==> config.mk <==
export PLATFORM = sky130hd
export DESIGN_NAME = dac_device_flat
export DESIGN_NICKNAME = d
export VERILOG_FILES = /design/src/logic/dac_pkg.sv /design/src/logic/dac_io_if.sv /design/src/logic/dac_device.sv /design/src/logic/dac_fall_det.sv /design/src/flat_wrapper.sv
export SDC_FILE = /design/constraint.sdc
export NUM_CORES = 1
export LEC_CHECK = 0
export ABC_AREA = 0
export BUFFER_PORTS_ARGS = -buffer_cell sky130_fd_sc_hd__clkbuf_2
export CAP_MARGIN = 30
export CORE_ASPECT_RATIO = 1.1
export CORE_MARGIN = 2
export CORE_UTILIZATION = 54
export DETAILED_ROUTE_END_ITERATION = 16
export GPL_ROUTABILITY_DRIVEN = 0
export PLACE_DENSITY_LB_ADDON = 0.15
export SYNTH_ARGS = -nofsm -noshare
export SYNTH_HDL_FRONTEND = slang
export SYNTH_HIERARCHICAL = 1
export SYNTH_SLANG_ARGS = --single-unit
==> constraint.sdc <==
create_clock -name clk -period 5.8 [get_ports clk]
set_input_delay 0.58 -clock clk [delete_from_list [all_inputs] [get_ports clk]]
set_output_delay 0.58 -clock clk [all_outputs]
set_load 0.01 [all_outputs]
==> src/logic/dac_pkg.sv <==
package dac_pkg;
	// register byte offsets on the board's i/o space
	localparam logic [7:0] OFS_TIMER0 = 8'h00;
	localparam logic [7:0] OFS_TIMER1 = 8'h04;
	localparam logic [7:0] OFS_TIMER2 = 8'h08;
	localparam logic [7:0] OFS_TIMER_MODE = 8'h0C;
	localparam logic [7:0] OFS_CHAN_STATUS = 8'h10;
	localparam logic [7:0] OFS_GAIN = 8'h14;
	localparam logic [7:0] OFS_GEN_CTRL = 8'h18;
	localparam logic [7:0] OFS_TRIG_CLR = 8'h1C;
	localparam logic [7:0] OFS_DIGIO = 8'h20;
	localparam logic [7:0] OFS_RESULT = 8'h30;
	localparam logic [7:0] OFS_BRIDGE_IRQ = 8'h4C;
	// bridge interrupt control fields
	localparam int BIC_ENABLE_BIT = 6;
	localparam int BIC_FLAG_BIT = 2;
	localparam logic [31:0] BIC_RESET = 32'h0000_0003;
	localparam logic [31:0] BIC_ENABLE_WORD = 32'h0000_0043;
	localparam logic [31:0] BIC_DISABLE_WORD = 32'h0000_0003;
	// status fields
	localparam int ST_GAIN_LSB = 6;
	localparam int ST_TMR1_BIT = 5;
	localparam int ST_TMR0_BIT = 4;
	localparam int ST_TMR2_BIT = 3;
	localparam int ST_SINGLE_BIT = 1;
	localparam int ST_IDLE_BIT = 0;
	// general control fields
	localparam int GC_SRC_LSB = 2;
	localparam int GC_MODE_LSB = 0;
	localparam logic [2:0] SRC_NONE = 3'h0;
	localparam logic [2:0] SRC_CONV = 3'h1;
	localparam logic [2:0] SRC_TMR0 = 3'h2;
	localparam logic [2:0] SRC_EXT = 3'h3;
	localparam logic [2:0] SRC_TMR1 = 3'h4;
	localparam logic [1:0] MODE_GENERAL = 2'h0;
	localparam logic [1:0] MODE_EXTERNAL = 2'h1;
	localparam logic [1:0] MODE_PRE = 2'h2;
	localparam logic [1:0] MODE_POST = 2'h3;
	// result tag and data widths
	localparam int RES_BITS = 12;
	localparam int TAG_BITS = 4;
	// converter time in ns and host command port offsets
	localparam int CONV_TIME_NS = 8000;
	localparam int CLK_PERIOD_NS = 50;
	localparam int CONV_CYCLES = (CONV_TIME_NS + CLK_PERIOD_NS - 1)
		/ CLK_PERIOD_NS;
	localparam logic [3:0] CMD_ADDR = 4'h0;
	localparam logic [3:0] CMD_WDATA = 4'h1;
	localparam logic [3:0] CMD_GO = 4'h2;
	localparam logic [3:0] CMD_STATUS = 4'h3;
	localparam logic [3:0] CMD_RDATA = 4'h4;
	localparam logic [1:0] GO_WRITE = 2'h1;
	localparam logic [1:0] GO_READ = 2'h2;
endpackage

==> src/logic/dac_io_if.sv <==
`timescale 1ns/1ps
interface dac_io_if;
	logic [7:0] addr; // byte offset
	logic [31:0] wdata; // host write data
	logic wr; // one-cycle write strobe
	logic rd; // one-cycle read strobe
	logic [31:0] rdata; // read data, valid the cycle after rd
	logic irqOut_b; // pci interrupt, active low
	modport device (input addr, wdata, wr, rd, output rdata, irqOut_b);
	modport host (output addr, wdata, wr, rd, input rdata, irqOut_b);
endinterface

==> src/logic/dac_device.sv <==
`timescale 1ns/1ps
// Behaviour
// - bridge interrupt disabled after reset
// - bit 6 enables pci interrupt
// - bit 2 reads add-on interrupt flag
// - host writes ones to bits 1:0
// - offset 20h digital out/in
// - offset 30h result with channel tag
// - status gain and timer outputs
// - status bit 1 single-ended jumper
// - status bit 0 low while converting
// - write 1Ch issues one trigger in general mode
// - host paces software triggers
// - read 1Ch clears add-on interrupt
// - converted channel masked to 5 or 4 bits; chanSel unmasked
// - gain uses low two bits
// - channel and gain reset to zero
// - bits 4:2 choose interrupt source
// - bits 1:0 choose trigger method
// - no software trigger while timer runs
// - one trigger per external falling edge
// - pre-trigger runs timer 1 until edge
// - post-trigger holds timer 1 until edge
// - trigger method resets to general
module dac_device
	import dac_pkg::*;
#(
	parameter int CONV_CYC = CONV_CYCLES
)
(
	input wire logic clk,
	input wire logic rst_b,
	dac_io_if.device bus,
	input wire logic singleEnded,
	input wire logic extTrig,
	input wire logic tmr0Out,
	input wire logic tmr1Out,
	input wire logic tmr2Out,
	input wire logic testBit,
	input wire logic [15:0] digIn,
	input wire logic [RES_BITS-1:0] adcData,
	output logic [15:0] digOut,
	output logic [4:0] chanSel,
	output logic [1:0] gainSel,
	output logic convStart,
	output logic tmr1Gate,
	output logic [7:0] timerAddr,
	output logic [7:0] timerWdata,
	output logic timerWr
);
	initial
	begin
		if (CONV_CYC < 1 || CONV_CYC > 65535)
			$error("conversion cycle count out of range");
	end

	logic [31:0] bic_q; // bridge interrupt control
	logic [4:0] chan_q; // channel select
	logic [1:0] gain_q; // gain select
	logic [2:0] src_q; // interrupt source
	logic [1:0] mode_q; // trigger method
	logic [15:0] dout_q; // digital output latch
	logic [15:0] result_q; // tagged result
	logic addonIrq_q; // pending add-on request
	logic busy_q; // conversion running
	logic [15:0] convCnt_q; // conversion timer
	logic [4:0] convChan_q; // channel being converted
	logic armed_q; // pre/post waiting for external edge
	logic trig_q; // registered trigger pulse
	logic gate_q; // timer 1 gate
	logic [31:0] rdata_q; // read data
	logic irqOut_q; // pci interrupt pin, active low
	logic [7:0] tAddr_q; // timer passthrough
	logic [7:0] tData_q;
	logic tWr_q;
	logic extFall, tmr0Fall, tmr1Fall; // edge pulses
	logic wrHit, rdHit; // decoded strobes
	logic trigNow; // trigger condition this cycle
	logic convDone; // last cycle of conversion
	logic srcEvent; // selected interrupt event
	logic [7:0] status; // live status byte
	logic [4:0] chanEff; // channel after masking

	dac_fall_det uExt (.clk(clk), .rst_b(rst_b), .level(extTrig),
		.fall(extFall));
	dac_fall_det uT0 (.clk(clk), .rst_b(rst_b), .level(tmr0Out),
		.fall(tmr0Fall));
	dac_fall_det uT1 (.clk(clk), .rst_b(rst_b), .level(tmr1Out),
		.fall(tmr1Fall));

	assign wrHit = bus.wr;
	assign rdHit = bus.rd;
	assign chanEff = singleEnded ? chan_q : {1'b0, chan_q[3:0]};
	always_comb
	begin
		status = 8'h00;
		status[ST_GAIN_LSB +: 2] = gain_q;
		status[ST_TMR1_BIT] = tmr1Out;
		status[ST_TMR0_BIT] = tmr0Out;
		status[ST_TMR2_BIT] = tmr2Out;
		status[2] = testBit;
		status[ST_SINGLE_BIT] = singleEnded;
		status[ST_IDLE_BIT] = ~busy_q;
	end

	// trigger source per method; software only counts in general mode
	always_comb
	begin
		trigNow = 1'b0;
		case (mode_q)
			MODE_GENERAL: trigNow = tmr0Fall |
				(wrHit && bus.addr == OFS_TRIG_CLR);
			MODE_EXTERNAL: trigNow = extFall;
			MODE_PRE: trigNow = gate_q & tmr1Fall;
			MODE_POST: trigNow = gate_q & tmr1Fall;
			default: trigNow = 1'b0;
		endcase
	end

	always_comb
	begin
		case (src_q)
			SRC_CONV: srcEvent = convDone;
			SRC_TMR0: srcEvent = tmr0Fall;
			SRC_EXT: srcEvent = extFall;
			SRC_TMR1: srcEvent = tmr1Fall;
			default: srcEvent = 1'b0;
		endcase
	end

	assign convDone = busy_q && convCnt_q == 16'(CONV_CYC - 1);

	// control registers written by the host
	always_ff @(posedge clk or negedge rst_b)
	begin
		if (!rst_b)
		begin
			bic_q <= BIC_RESET;
			chan_q <= 5'h00;
			gain_q <= 2'h0;
			src_q <= SRC_NONE;
			mode_q <= MODE_GENERAL;
			dout_q <= 16'h0000;
		end
		else if (wrHit)
		begin
			if (bus.addr == OFS_BRIDGE_IRQ)
				// enable bit and bits 1:0 stored; flag is read-only
				bic_q <= {25'h0, bus.wdata[BIC_ENABLE_BIT], 4'h0,
					bus.wdata[1:0]};
			else if (bus.addr == OFS_CHAN_STATUS)
				chan_q <= bus.wdata[4:0];
			else if (bus.addr == OFS_GAIN)
				gain_q <= bus.wdata[1:0];
			else if (bus.addr == OFS_GEN_CTRL)
			begin
				src_q <= bus.wdata[GC_SRC_LSB +: 3];
				mode_q <= bus.wdata[GC_MODE_LSB +: 2];
			end
			else if (bus.addr == OFS_DIGIO)
				dout_q <= bus.wdata[15:0];
		end
	end

	// pre/post arming: any write to the method field restarts it
	always_ff @(posedge clk or negedge rst_b)
	begin
		if (!rst_b)
		begin
			armed_q <= 1'b0;
			gate_q <= 1'b0;
		end
		else if (wrHit && bus.addr == OFS_GEN_CTRL)
		begin
			armed_q <= bus.wdata[1];
			gate_q <= bus.wdata[1:0] == MODE_PRE;
		end
		else if (armed_q && extFall)
		begin
			armed_q <= 1'b0;
			gate_q <= mode_q == MODE_POST;
		end
	end

	// conversion sequencer; new triggers ignored while busy
	always_ff @(posedge clk or negedge rst_b)
	begin
		if (!rst_b)
		begin
			busy_q <= 1'b0;
			convCnt_q <= 16'h0000;
			convChan_q <= 5'h00;
			trig_q <= 1'b0;
			result_q <= 16'h0000;
		end
		else
		begin
			trig_q <= trigNow && !busy_q;
			if (trigNow && !busy_q)
			begin
				busy_q <= 1'b1;
				convCnt_q <= 16'h0000;
				convChan_q <= chanEff;
			end
			else if (convDone)
			begin
				busy_q <= 1'b0;
				result_q <= {convChan_q[TAG_BITS-1:0], adcData};
			end
			else if (busy_q)
				convCnt_q <= convCnt_q + 16'h0001;
		end
	end

	// add-on request: set wins over the clear read
	always_ff @(posedge clk or negedge rst_b)
	begin
		if (!rst_b)
			addonIrq_q <= 1'b0;
		else if (srcEvent)
			addonIrq_q <= 1'b1;
		else if (rdHit && bus.addr == OFS_TRIG_CLR)
			addonIrq_q <= 1'b0;
	end

	// read data, one cycle after the strobe; unmapped reads zero
	always_ff @(posedge clk or negedge rst_b)
	begin
		if (!rst_b)
			rdata_q <= 32'h0000_0000;
		else if (!rdHit)
			rdata_q <= 32'h0000_0000;
		else if (bus.addr == OFS_BRIDGE_IRQ)
		begin
			rdata_q <= bic_q | (32'(addonIrq_q) << BIC_FLAG_BIT);
		end
		else if (bus.addr == OFS_CHAN_STATUS)
			rdata_q <= {24'h0, status};
		else if (bus.addr == OFS_DIGIO)
			rdata_q <= {16'h0, digIn};
		else if (bus.addr == OFS_RESULT)
			rdata_q <= {16'h0, result_q};
		else
			rdata_q <= 32'h0000_0000;
	end

	// pci interrupt pin and timer chip passthrough
	always_ff @(posedge clk or negedge rst_b)
	begin
		if (!rst_b)
		begin
			irqOut_q <= 1'b1;
			tAddr_q <= 8'h00;
			tData_q <= 8'h00;
			tWr_q <= 1'b0;
		end
		else
		begin
			irqOut_q <= ~(addonIrq_q & bic_q[BIC_ENABLE_BIT]);
			tWr_q <= wrHit && bus.addr <= OFS_TIMER_MODE;
			tAddr_q <= bus.addr;
			tData_q <= bus.wdata[7:0];
		end
	end

	assign bus.rdata = rdata_q;
	assign bus.irqOut_b = irqOut_q;
	assign digOut = dout_q;
	assign chanSel = chan_q;
	assign gainSel = gain_q;
	assign convStart = trig_q;
	assign tmr1Gate = gate_q;
	assign timerAddr = tAddr_q;
	assign timerWdata = tData_q;
	assign timerWr = tWr_q;
endmodule

==> src/logic/dac_fall_det.sv <==
`timescale 1ns/1ps
// registers a level and flags its falling edge in the same cycle the low level arrives
module dac_fall_det
(
	input wire logic clk,
	input wire logic rst_b,
	input wire logic level,
	output logic fall
);
	logic prev_q; // previous sample

	// remember last level; reset high so no false edge at release
	always_ff @(posedge clk or negedge rst_b)
	begin
		if (!rst_b)
			prev_q <= 1'b1;
		else
			prev_q <= level;
	end

	assign fall = prev_q & ~level;
endmodule

==> src/flat_wrapper.sv <==
// flat-port wrapper written by rule: the top's interface ports become plain ports
module dac_device_flat import dac_pkg::*;
#(
	parameter int CONV_CYC = CONV_CYCLES
)
  (clk, rst_b, singleEnded, extTrig, tmr0Out, tmr1Out, tmr2Out, testBit, digIn, adcData, digOut, chanSel, gainSel, convStart, tmr1Gate, timerAddr, timerWdata, timerWr, bus_addr, bus_wdata, bus_wr, bus_rd, bus_rdata, bus_irqOut_b);
  dac_io_if bus_i ();
  input wire logic clk;
  input wire logic rst_b;
  input wire logic singleEnded;
  input wire logic extTrig;
  input wire logic tmr0Out;
  input wire logic tmr1Out;
  input wire logic tmr2Out;
  input wire logic testBit;
  input wire logic [15:0] digIn;
  input wire logic [RES_BITS-1:0] adcData;
  output logic [15:0] digOut;
  output logic [4:0] chanSel;
  output logic [1:0] gainSel;
  output logic convStart;
  output logic tmr1Gate;
  output logic [7:0] timerAddr;
  output logic [7:0] timerWdata;
  output logic timerWr;
  input wire logic [$bits(bus_i.addr)-1:0] bus_addr;
  input wire logic [$bits(bus_i.wdata)-1:0] bus_wdata;
  input wire logic [$bits(bus_i.wr)-1:0] bus_wr;
  input wire logic [$bits(bus_i.rd)-1:0] bus_rd;
  output wire logic [$bits(bus_i.rdata)-1:0] bus_rdata;
  output wire logic [$bits(bus_i.irqOut_b)-1:0] bus_irqOut_b;
  assign bus_i.addr = bus_addr;
  assign bus_i.wdata = bus_wdata;
  assign bus_i.wr = bus_wr;
  assign bus_i.rd = bus_rd;
  assign bus_rdata = bus_i.rdata;
  assign bus_irqOut_b = bus_i.irqOut_b;
  dac_device #(.CONV_CYC(CONV_CYC)) u_core (.clk(clk), .rst_b(rst_b), .bus(bus_i), .singleEnded(singleEnded), .extTrig(extTrig), .tmr0Out(tmr0Out), .tmr1Out(tmr1Out), .tmr2Out(tmr2Out), .testBit(testBit), .digIn(digIn), .adcData(adcData), .digOut(digOut), .chanSel(chanSel), .gainSel(gainSel), .convStart(convStart), .tmr1Gate(tmr1Gate), .timerAddr(timerAddr), .timerWdata(timerWdata), .timerWr(timerWr));
endmodule
---- Word-level counts from Yosys, hierarchy flattened ----
Cells that the tools add are included.
word-level totals
  output and inout port bits .............. 75
  bits in registers ....................... 125
  input port bits ......................... 78
  logic and storage cells ................. 97
operators by class
  order comparisons ....................... 1
  bitwise operators ....................... 17
  muxes and demuxes ....................... 18
  add/sub/neg operators ................... 1
  reductions and logical operators ........ 21
  equality and inequality tests ........... 17
operator list
  cell                                                                               number
  32-bit 2-to-1 mux                                                                  4
  16-bit 2-to-1 mux                                                                  4
  8-bit by 5-bit == test with 1-bit output (second input constant)                   4
  16-bit by 1-bit adder with 16-bit output (second input constant)                   1
  16-bit by 8-bit == test with 1-bit output (second input constant)                  1
  8-bit by 6-bit == test with 1-bit output (second input constant)                   2
  1-bit inverter                                                                     10
  8-bit by 7-bit == test with 1-bit output (second input constant)                   1
  8-bit by 4-bit less-or-equal comparator with 1-bit output (second input constant)  1
  1-bit 2-to-1 mux                                                                   8
  2-bit nonzero test                                                                 4
  1-bit logical AND                                                                  7
  7-bit by 3-bit bitwise OR with 7-bit output                                        1
  2-bit == test (second input constant)                                              3
  3-bit by 2-bit == test with 1-bit output (second input constant)                   2
  2-bit AND reduction                                                                3
  6-bit AND reduction                                                                1
  1-bit AND                                                                          5
  5-bit AND reduction                                                                1
  1-bit case mux with 4 select lines                                                 1
  4-bit AND reduction                                                                1
  3-bit by 1-bit == test with 1-bit output (second input constant)                   1
  3-bit == test (second input constant)                                              1
  1-bit case mux with 3 select lines                                                 1
  other kinds (7)                                                                    7

---- Depth between registers and ports, before layout ----
Gate-level depths: netlist of run 1.
  word-level depth ........................ 7
  mapped depth ............................ 7
  mapped depth without buffers ............ 5

---- Modules after synthesis ----
The synthesis of run 1 kept the hierarchy.
by module, submodules not included
  module        instances  cells each  area an instance (µm²)  sequential area each (µm²)
  dac_device    1          351         4530.6                  2656.3
  dac_fall_det  3          2           40.0                    26.3

---- Worst setup path after synthesis of run 1 ----
No wires, ideal clock.
  path type ............................... input port to flip-flop
  from .................................... input port bus_addr[5]
  to ...................................... register u_core.armed_q
  data required time ...................... 5675 ps
  setup slack ............................. 3621 ps
  path buffers ............................ 1
  data arrival time ....................... 2054 ps
  library setup time ...................... 125 ps
  cell stages on the path ................. 5
  cell sequence ........................... clkbuf_2 -> nor4_4 -> nand3_1 -> nor3b_2 -> mux2_2
on the way
  cells in the longest elaborated chain, start to end .. 3
  elaborated cells between the ends (all ways) .. 4
  those cells by class .................... eq/ne (1); mux (1); reduce/logical (2)
RTL lines
  what                                                           RTL line            text
  start, declared                                                flat_wrapper.sv:26  input wire logic [$bits(bus_i.addr)-1:0] bus_addr;
  8-bit by 5-bit == test with 1-bit output *                     dac_device.sv:173   else if (wrHit && bus.addr == OFS_GEN_CTRL)
  1-bit logical AND *                                            dac_device.sv:173
  1-bit 2-to-1 mux / 2-bit nonzero test (equally long branches)  --
  end signal, assigned                                           dac_device.sv:175   armed_q <= bus.wdata[1];
  end, declared                                                  dac_device.sv:68    logic armed_q;
Every way passes the cells marked *; elsewhere a longest branch is shown, timed or not.
A chain may end at the register's enable or synchronous reset.

---- Worst setup path after layout of run 1 ----
  from .................................... input port bus_addr[4]
  to ...................................... register u_core.mode_q[0]
on the way
  cells in the longest elaborated chain, start to end .. 3
  elaborated cells between the ends (all ways) .. 8
  those cells by class .................... eq/ne (4); bitwise (3); reduce/logical (1)
RTL lines
  what                                                                    RTL line           text
  8-bit by 7-bit == test with 1-bit output, or another cell as far along  dac_device.sv:147  if (bus.addr == OFS_BRIDGE_IRQ)
  1-bit inverter (no line)                                                --
  5-bit AND reduction (no line) *                                         --
  end signal, assigned                                                    dac_device.sv:158  mode_q <= bus.wdata[GC_MODE_LSB +: 2];
  end, declared                                                           dac_device.sv:61   logic [1:0] mode_q;
Marks and branches as above.

==> results.py, run 1 <==
metrics = {
    "cells_and_area": {
        "final_cells": 597,
        "multiInputGateArea_mm2": 0.00179,
        "n_fill_cell": 712,
        "drive_gt1_share_pct": 43.8,
        "stdcell_area_mm2": 0.00549,
        "areaGrowthSynthToFinish_pct": 18.1,
        "antenna_cells": 0,
        "fin_nets": 560,
        "ff_latch_area_mm2": 0.00274,
    },
    "cts": {
        "clk_path_buf_depth": 2,
        "htree_levels": 3,
        "ctsResizeCount": 0,
        "numCtsBuffers": 9,
        "clock_tree.root_cell": "clkbuf_8",
        "ctsHoldBuffers": 0,
        "clock_sinks": 109,
        "post-cts-setup-buffers": 0,
        "clk_pin_slew_ns": 0.11,
        "clock_latency_ns": 0.37,
        "cts_tree": "built",
    },
    "yosys": {
        "synth_top_area_share_pct": 55.4,
        "synth-seq-area-share_pct": 58.8,
        "synthTopCellsByCount": "dfrtp_1, mux2_2, nor2_1",
        "synth_seq_cells": 109,
        "synth_cells": 357,
        "async_flop_share_pct": 100,
        "synth.distinct_cells": 54,
        "synth_area_leader_cell": "dfrtp_1",
        "synth_area_per_cell_um2": 13.0,
        "synth_most_common_cell": "dfrtp_1",
        "ys.flop_type": "dfrtp_1",
        "yosys_warnings": 6,
        "synth_area_leaders": "dfrtp_1, mux2_2, dfstp_2",
        "synthesis.area_mm2": 0.00465,
        "synth_enable_flop_cells": 0,
    },
    "power_and_ir_drop": {
        "netSwitchingFraction_pct": 28.2,
        "power_switching_uw": 417,
        "p_per_area_mw_per_mm2": 270,
        "p_seq_share_pct": 57.4,
        "clkPwrFrac_pct": 29.9,
        "peakVddDrop_mv": 0.157,
        "pwr-share-comb_pct": 12.7,
        "power.leakage_uw": 0.00277,
        "cellInternalPower_uw": 1070,
    },
    "floorplanning": {
        "die_w_um": 92.5,
        "start_util_pct": 55.6,
        "fp-row-count": 35,
        "die_area_mm2": 0.00937,
        "die_y_um": 101,
        "pin_count": 153,
        "core-area_mm2": 0.00836,
    },
    "place": {
        "place_inst": 581,
        "pre_cts_ws_ns": 3.10,
        "port_buffers": 120,
        "hpwl_mm": 6.92,
        "placed_area_mm2": 0.00530,
    },
    "routing": {
        "viasPerCell": 5.28,
        "via_count": 3153,
        "wl_per_cell_um": 15.9,
        "drt_iter0_drc": 146,
        "wl_mm": 9.50,
        "ant_nets": 0,
        "drt-pass1-iter-count": 4,
        "drc_errors": 0,
    },
    "sta": {
        "drv_slew": 0,
        "min_period_over_period_pct": 39.7,
        "grt_setup_unrepaired": "false",
        "max_freq_mhz": 435,
        "setup_tns_ns": 0,
        "finalClockSkew_ns": 0.0158,
        "hold_viol": 0,
        "setup_violations": 0,
        "relSlewSlack_pct": 40.7,
        "post-route-min-period_ns": 2.30,
        "tightest_slew_ns": 0.886,
        "final.setup.worst_slack_ns": 3.50,
    },
    "setup_path": {
        "cp_max_fo": 22,
        "cp-end-kind": "flip-flop",
        "worstPathArrival_ns": 2.56,
        "cp_slowest_cell": "nor3b_2",
        "worstPathRequired_ns": 6.06,
        "start_kind": "primary input",
        "crit_chain": "clkbuf_2, nor2b_1, nand3_1, nor3b_2, mux2_2",
        "criticalPathCategory": "in2reg",
        "slowest_delay_ns": 0.53,
    },
    "worst_hold_path": {
        "holdCritPathClass": "in2async",
    },
    "global_routing": {
        "overflow": 0,
        "grt_usage_pct": 21.0,
        "antenna_found_initial": 0,
        "grt_first_pass_wirelength_mm": 15.2,
        "grt_max_degree": 72,
        "grt_pass1_vias": 3109,
    },
    "status": {
        "status": "finished clean",
    },
    "flow_run": {
        "drv_cap": 0,
    },
}
==> final timing paths <==
kind,start,end,slack (ns),cells after the start
min in group clk,bus_wdata[7],u_core/timerWdata[7]$_DFF_PN0_,0.32,1
max reg2reg,u_core/convCnt_q[10]$_DFFE_PN0P_,u_core/result_q[7]$_DFFE_PN0P_,3.70,4
max,bus_addr[4],u_core/mode_q[0]$_DFFE_PN0P_,3.50,5
min,rst_b,u_core/bus.rdata[15]$_DFF_PN0_,0.32,1
min reg2reg,u_core/bic_q[6]$_DFFE_PN0P_,u_core/bus.irqOut_b$_DFF_PN1_,0.42,1
max in group asynchronous,rst_b,u_core/uT1/prev_q$_DFF_PN1_,4.42,2
==> cells in the final DEF (no fill, tap or decap), types with 2 or more instances in the layout <==
cell	count
nand2b_1	3
mux2_4	9
conb_1	16
nor3_1	4
dfrtp_1	103
inv_1	5
dfstp_2	6
inv_6	3
a21oi_1	16
nor4_1	7
nand2_1	18
nor2_1	28
nor2b_4	3
mux2i_1	10
or3_1	7
clkbuf_2	119
xnor2_1	7
clkbuf_8	10
or4_4	2
nand3_1	8
mux2_2	47
nor3b_1	3
buf_4	3
nor4_4	2
nand4_1	5
o21ai_0	8
o221ai_1	4
nor2b_1	2
and4_1	2
==> per-layer routing <==
metal  share of wire (%)  vias up  wire (um)  GRT usage, %
met2                  51       82       4880          35.4
met5                   0        -          0             0
met4                 1.7        0        157          8.04
met3                 4.9       12        466          4.54
li1                    -     1489          -             -
met1                  42     1570       3990          27.0
==> flip-flops by register name, summed over array words and instances (netlist names), 2 cells and up <==
name / count
u_core/gainSel: 2
u_core/timerWdata: 8
u_core/convCnt_q: 16
u_core/bus.rdata: 16
u_core/bic_q: 3
u_core/convChan_q: 4
u_core/chanSel: 5
u_core/timerAddr: 8
u_core/mode_q: 2
u_core/result_q: 16
u_core/digOut: 16
u_core/src_q: 3
==> cells by family after synthesis <==
| logic type | synth area share [%] |
|---|---|
| buffers and inverters | 3.90 |
| other | 0.0806 |
| AND/OR/NAND/NOR | 13.7 |
| AO/OA/AOI/OAI | 5.30 |
| multiplexers | 16.4 |
| adder cells (fa/ha/maj) | 0.269 |
| XOR/XNOR | 1.51 |
| flip-flops | 58.8 |
==> per-stage QoR <==
stage,utilization [%],hold WS [ns],total power (uW)
5_1_grt,65.6,0.294,1560
2_1_floorplan,-,0.284,975
6_report,65.6,0.319,1480
4_1_cts,65.6,0.309,1500
3_3_place_gp,63.4,0.410,1050
3_5_place_dp,63.4,0.410,1060
==> area by class of cell <==
cell class	instances	area share, %
Sequential cell	109	49.8
Multi-Input combinational cell	234	32.6
Timing Repair Buffer	122	11.3
Tap cell	111	2.53
Clock buffer	10	2.51
Clock inverter	6	0.934
Inverter	5	0.342
==> worst max-delay path: cells and delay by family <==
kind                   cells  cell delay (ns)
and+or+nand+nor            3             1.12
muxes                      1             0.40
buffers and inverters      1             0.45
==> power by group through the flow <==
| stage | Combinational [uW] | Clock [uW] | Sequential (uW) |
|---|---|---|---|
| after floorplan | 113 | 0 | 862 |
| final | 188 | 444 | 851 |
| after global placement | 184 | 0 | 862 |
| after CTS | 190 | 455 | 851 |
| after global routing | 211 | 488 | 859 |
| after detailed placement | 189 | 0 | 866 |
Note: power is estimated with default switching activity, not from simulation.
==> run 2: changes to the inputs <==
- CORE_UTILIZATION: 54 -> 46
- clock period: 5.8 -> 2.1 ns (I/O delays scaled with it)
==> run 2 against run 1 <==
Global-route usage decreased by 1.5 points. Sequential share of layout area decreased by 2.3 points. Wire length increased by 5.7%. Highest routed layer unchanged.
==> results.py, run 2 (synthesis results as in run 1) <==
metrics = {
    "power_and_ir_drop": {
        "total_power_uw": 4190,
        "power.leakage_uw": 0.00290,
        "peakVddDrop_mv": 0.450,
        "p_per_area_mw_per_mm2": 727,
    },
    "global_routing": {
        "grt_most_used_layer": "met2",
        "antenna_found_initial": 0,
        "grt_pass1_vias": 3198,
        "use_met2_pct": 32.6,
        "grt_usage_pct": 19.5,
        "grt_use_met3_pct": 4.77,
        "grt_max_degree": 44,
        "grt_first_pass_wirelength_mm": 16.1,
        "use_met1_pct": 24.8,
        "overflow": 0,
    },
    "setup_path": {
        "cp_max_fo": 17,
        "cp-end-kind": "flip-flop",
        "r2r-end": "u_core/result_q[7]$_DFFE_PN0P_",
        "ff2ff_path_depth": 4,
        "path_buf_inv": 0,
        "worstPathRequired_ns": 2.36,
        "r2r_slack_ns": 0.07,
        "criticalPathCategory": "reg2reg",
        "cp_slowest_cell": "or4_4",
        "crit_chain": "or4_4, nor4_4, nand2_4, mux2_4",
        "slowest_delay_ns": 0.59,
        "timing.rr.start": "u_core/convCnt_q[10]$_DFFE_PN0P_",
        "start_kind": "flip-flop",
        "cp_top_family": "simple AND/OR/NAND/NOR gates",
        "worstPathArrival_ns": 2.29,
    },
    "routing": {
        "wl_per_cell_um": 15.8,
        "drc_errors": 0,
        "drt-pass1-iter-count": 4,
        "wl_mm": 10.0,
        "via_count": 3252,
        "ant_nets": 0,
        "drt_iter0_drc": 76,
        "viasPerCell": 5.13,
    },
    "floorplanning": {
        "fp-row-count": 38,
        "start_util_pct": 47.3,
        "die_w_um": 99.9,
        "core-area_mm2": 0.00984,
        "die_y_um": 109,
        "pin_count": 153,
        "die_area_mm2": 0.0109,
    },
    "sta": {
        "grt_setup_unrepaired": "false",
        "setup_violations": 0,
        "finalClockSkew_ns": 0.0104,
        "relSlewSlack_pct": 61.5,
        "tightest_slew_ns": 0.578,
        "post-route-min-period_ns": 2.03,
        "drv_slew": 0,
        "hold_viol": 0,
        "final.setup.worst_slack_ns": 0.0722,
        "max_freq_mhz": 493,
        "setup_tns_ns": 0,
        "min_period_over_period_pct": 96.6,
    },
    "cells_and_area": {
        "n_fill_cell": 838,
        "antenna_cells": 0,
        "drive_gt1_share_pct": 43.8,
        "final_cells": 634,
        "final_common_cell": "clkbuf_2",
        "mostFrequentLayoutCells": "clkbuf_2, dfrtp_1, mux2_2",
        "areaGrowthSynthToFinish_pct": 23.8,
        "fin_nets": 588,
    },
    "flow_run": {
        "drv_cap": 0,
    },
    "cts": {
        "cts_tree": "built",
        "clk_pin_slew_ns": 0.09,
        "clk_path_buf_depth": 2,
        "post-cts-setup-buffers": 0,
        "htree_levels": 3,
        "clock_tree.root_cell": "clkbuf_8",
        "numCtsBuffers": 9,
        "clock_latency_ns": 0.37,
        "clock_sinks": 109,
    },
    "place": {
        "hpwl_mm": 7.30,
        "place_inst": 606,
        "port_buffers": 120,
        "pre_cts_ws_ns": 0.0769,
    },
    "worst_hold_path": {
        "hold_path_startpoint": "bus_addr[7]",
        "hold-path-cell-count": 1,
        "holdCritPathClass": "in2reg",
        "holdPathEnd": "u_core/timerAddr[7]$_DFF_PN0_",
    },
    "status": {
        "status": "finished clean",
    },
}
## run 2: cell count changes in the layout (fill, tap and decap cells not counted)
| cell | previous run | this run |
|---|---|---|
| buf_4 | 3 | 18 |
| dlygate4sd3_1 | 0 | 12 |
| clkbuf_1 | 0 | 4 |
| inv_6 | 3 | 0 |
| buf_12 | 0 | 1 |
| bufinv_16 | 0 | 1 |
| clkinv_4 | 1 | 0 |
| inv_8 | 1 | 0 |
| nor3_2 | 1 | 0 |
| nor3_4 | 0 | 1 |
## run 2: worst max path at each step
stage / slack (ns) / start / depth (start not counted) / endpoint
after floorplan: 0.09 / u_core/convCnt_q[10]$_DFFE_PN0P_ / 5 / u_core/result_q[10]$_DFFE_PN0P_
after global placement: 0.09 / u_core/convCnt_q[10]$_DFFE_PN0P_ / 4 / u_core/result_q[14]$_DFFE_PN0P_
after detailed placement: 0.08 / u_core/convCnt_q[10]$_DFFE_PN0P_ / 4 / u_core/result_q[12]$_DFFE_PN0P_
after CTS: 0.07 / u_core/convCnt_q[10]$_DFFE_PN0P_ / 4 / u_core/result_q[7]$_DFFE_PN0P_
after global routing: 0.02 / u_core/convCnt_q[10]$_DFFE_PN0P_ / 4 / u_core/result_q[13]$_DFFE_PN0P_
final: 0.07 / u_core/convCnt_q[10]$_DFFE_PN0P_ / 4 / u_core/result_q[7]$_DFFE_PN0P_
## run 2: metrics by stage
step | hold slack (ns) | util (%) | area, um2
4_1_cts | 0.00506 | 58.5 | 5750
2_1_floorplan | -0.0856 | - | 4710
6_report | 0.0273 | 58.5 | 5760
5_1_grt | 0.00182 | 58.5 | 5760
3_5_place_dp | 0.243 | 55.3 | 5450
3_3_place_gp | 0.244 | 55.3 | 5450
## run 2: layer usage
metal  wire, um  vias to the layer above
met5          0                        -
met4        148                        0
met3        467                        9
met2       5100                       69
met1       4330                     1630
li1           -                     1544
## run 2: final cells by class
type                            count  area, um2  area share, %
Sequential cell                   109       2740           47.5
Multi-Input combinational cell    234       1800           31.2
Timing Repair Buffer              150        871           15.1
Clock buffer                       14        153           2.65
Tap cell                          120        150           2.61
Clock inverter                      2       35.0          0.608
Inverter                            5       18.8          0.326
## run 2: timing repair
item | 4_1_cts | 5_1_grt
hold buffers | 12 | 0
hold endpoints to repair | 50 | 0
endpoints found under the setup margin | 0 | 1
gates resized for setup | 0 | 1
## run 2: report_power, final
part | total, uW | switching (uW) | leakage (uW) | internal (uW)
Combinational | 606 | 318 | 0.00140 | 288
Clock | 1250 | 666 | 0.0000947 | 586
Sequential | 2330 | 100 | 0.00141 | 2230
==> run 3: changes to the inputs <==
- CORE_UTILIZATION: 46 -> 47
- CTS_BUF_LIST: default -> sky130_fd_sc_hd__clkbuf_4
- PLACE_DENSITY_LB_ADDON: 0.15 -> 0.25
==> run 3 against run 2 <==
Via count is 5.2% higher. Critical path depth is 1 higher. Non-clock buffer count is 31 higher. Design area is 5.2% higher. Global-route usage is 1.1 points higher. Sequential power hardly changed. Fmax is 0.42% higher. Combinational power is 8.7% higher. Critical path type unchanged. Critical endpoint is now u_core/result_q[8]$_DFFE_PN0P_. Largest cell class unchanged. Highest routed layer unchanged.
==> results.py, run 3 (synthesis results as in run 1) <==
metrics = {
    "sta": {
        "max_freq_mhz": 495,
        "relSlewSlack_pct": 60.5,
        "tightest_slew_ns": 0.593,
        "setup_tns_ns": 0,
        "post-route-min-period_ns": 2.02,
        "drv_slew": 0,
        "min_period_over_period_pct": 96.2,
        "final.setup.worst_slack_ns": 0.0806,
        "hold_viol": 0,
        "finalClockSkew_ns": 0.0123,
        "setup_violations": 0,
        "grt_setup_unrepaired": "false",
    },
    "cts": {
        "cts_tree": "built",
        "clock_tree.root_cell": "clkbuf_4",
        "clk_path_buf_depth": 2,
        "htree_levels": 3,
        "numCtsBuffers": 9,
        "clk_pin_slew_ns": 0.16,
        "clock_sinks": 109,
        "clock_latency_ns": 0.47,
    },
    "cells_and_area": {
        "fin_nets": 619,
        "stdcell_area_mm2": 0.00606,
        "n_fill_cell": 762,
        "areaGrowthSynthToFinish_pct": 30.2,
        "mostFrequentLayoutCells": "clkbuf_2, dfrtp_1, mux2_2",
        "drive_gt1_share_pct": 41.3,
        "final_common_cell": "clkbuf_2",
        "antenna_cells": 0,
    },
    "setup_path": {
        "path_buf_inv": 1,
        "cp-end-kind": "flip-flop",
        "worstPathArrival_ns": 2.40,
        "cp_slowest_cell": "or4_4",
        "crit_chain": "or4_4, nor4_4, nand2_4, buf_12, mux2_4",
        "cp_max_fo": 17,
        "worstPathRequired_ns": 2.48,
        "criticalPathCategory": "reg2reg",
        "start_kind": "flip-flop",
        "cp.depth": 5,
        "cp_top_family": "simple AND/OR/NAND/NOR gates",
        "slowest_delay_ns": 0.58,
        "ff2ff_path_depth": 5,
    },
    "routing": {
        "via_count": 3422,
        "wl_mm": 10.6,
        "wl_per_cell_um": 16.0,
        "drc_errors": 0,
        "drt_iter0_drc": 154,
        "viasPerCell": 5.15,
        "drt-pass1-iter-count": 4,
        "ant_nets": 0,
    },
    "global_routing": {
        "antenna_found_initial": 0,
        "grt_max_degree": 110,
        "overflow": 0,
        "grt_usage_pct": 20.6,
        "grt_pass1_vias": 3579,
        "grt_first_pass_wirelength_mm": 17.1,
    },
    "power_and_ir_drop": {
        "power.leakage_uw": 0.00302,
        "total_power_uw": 4150,
        "peakVddDrop_mv": 0.451,
        "p_per_area_mw_per_mm2": 685,
    },
    "floorplanning": {
        "core-area_mm2": 0.00975,
        "start_util_pct": 47.7,
        "die_y_um": 108,
        "fp-row-count": 38,
        "die_w_um": 98.8,
        "die_area_mm2": 0.0107,
        "pin_count": 153,
    },
    "status": {
        "status": "finished clean",
    },
    "place": {
        "placed_area_mm2": 0.00542,
        "port_buffers": 120,
        "pre_cts_ws_ns": 0.0378,
        "hpwl_mm": 7.19,
    },
    "flow_run": {
        "drv_cap": 0,
    },
    "worst_hold_path": {
        "hold-path-cell-count": 3,
        "holdCritPathClass": "in2reg",
    },
}
run 3: path summary, 6_finish.rpt:
check	from	endpoint	slack [ns]
worst max-delay path	u_core/convCnt_q[11]$_DFFE_PN0P_	u_core/result_q[8]$_DFFE_PN0P_	0.08
worst min-delay path	bus_rd	u_core/bus.rdata[2]$_DFF_PN0_	0.04
worst max register to register	u_core/convCnt_q[11]$_DFFE_PN0P_	u_core/result_q[8]$_DFFE_PN0P_	0.08
worst min register to register	u_core/bic_q[6]$_DFFE_PN0P_	u_core/bus.irqOut_b$_DFF_PN1_	0.44
max in group asynchronous	rst_b	u_core/uT1/prev_q$_DFF_PN1_	1.31
min in group asynchronous	rst_b	u_core/bus.rdata[1]$_DFF_PN0_	0.32
run 3: cell type report:
type	instances	area (um2)	area share (%)
Tap cell	120	150	2.48
Inverter	5	18.8	0.310
Multi-Input combinational cell	234	1800	29.6
Sequential cell	109	2740	45.2
Clock inverter	7	88.8	1.47
Timing Repair Buffer	181	1200	19.8
Clock buffer	9	67.6	1.12
run 3: worst register-to-register path, cell delays in order, from the launching register on:
cell and delay (ns):
dfrtp_1 0.44, or4_4 0.58, nor4_4 0.34, nand2_4 0.08, buf_12 0.17, mux2_4 0.32
run 3: per-stage QoR:
stage	cells	hold WS [ns]	util, %
2_1_floorplan	372	-0.0856	-
5_1_grt	665	0.0405	62.1
3_5_place_dp	602	0.333	55.6
4_1_cts	664	0.0167	61.9
3_3_place_gp	602	0.332	55.6
6_report	665	0.0391	62.1
run 3: what timing repair did:
item,in CTS,in global routing
resized for setup,0,1
endpoints found under the setup margin,0,17
hold endpoints to repair,152,0
setup buffers,0,1
hold buffers,46,0
run 3: power by group:
group	switching (uW)	total, uW	internal (uW)
sequential	102	2330	2230
combinational	338	659	322
clock	680	1160	478
run 3: per-layer routing:
metal	share of wire, %	vias up	global-route usage (%)
li1	-	1616	-
met1	41	1677	24.4
met2	51	96	35.9
met3	4.4	33	4.07
met4	3.2	0	9.98
met5	0	-	0
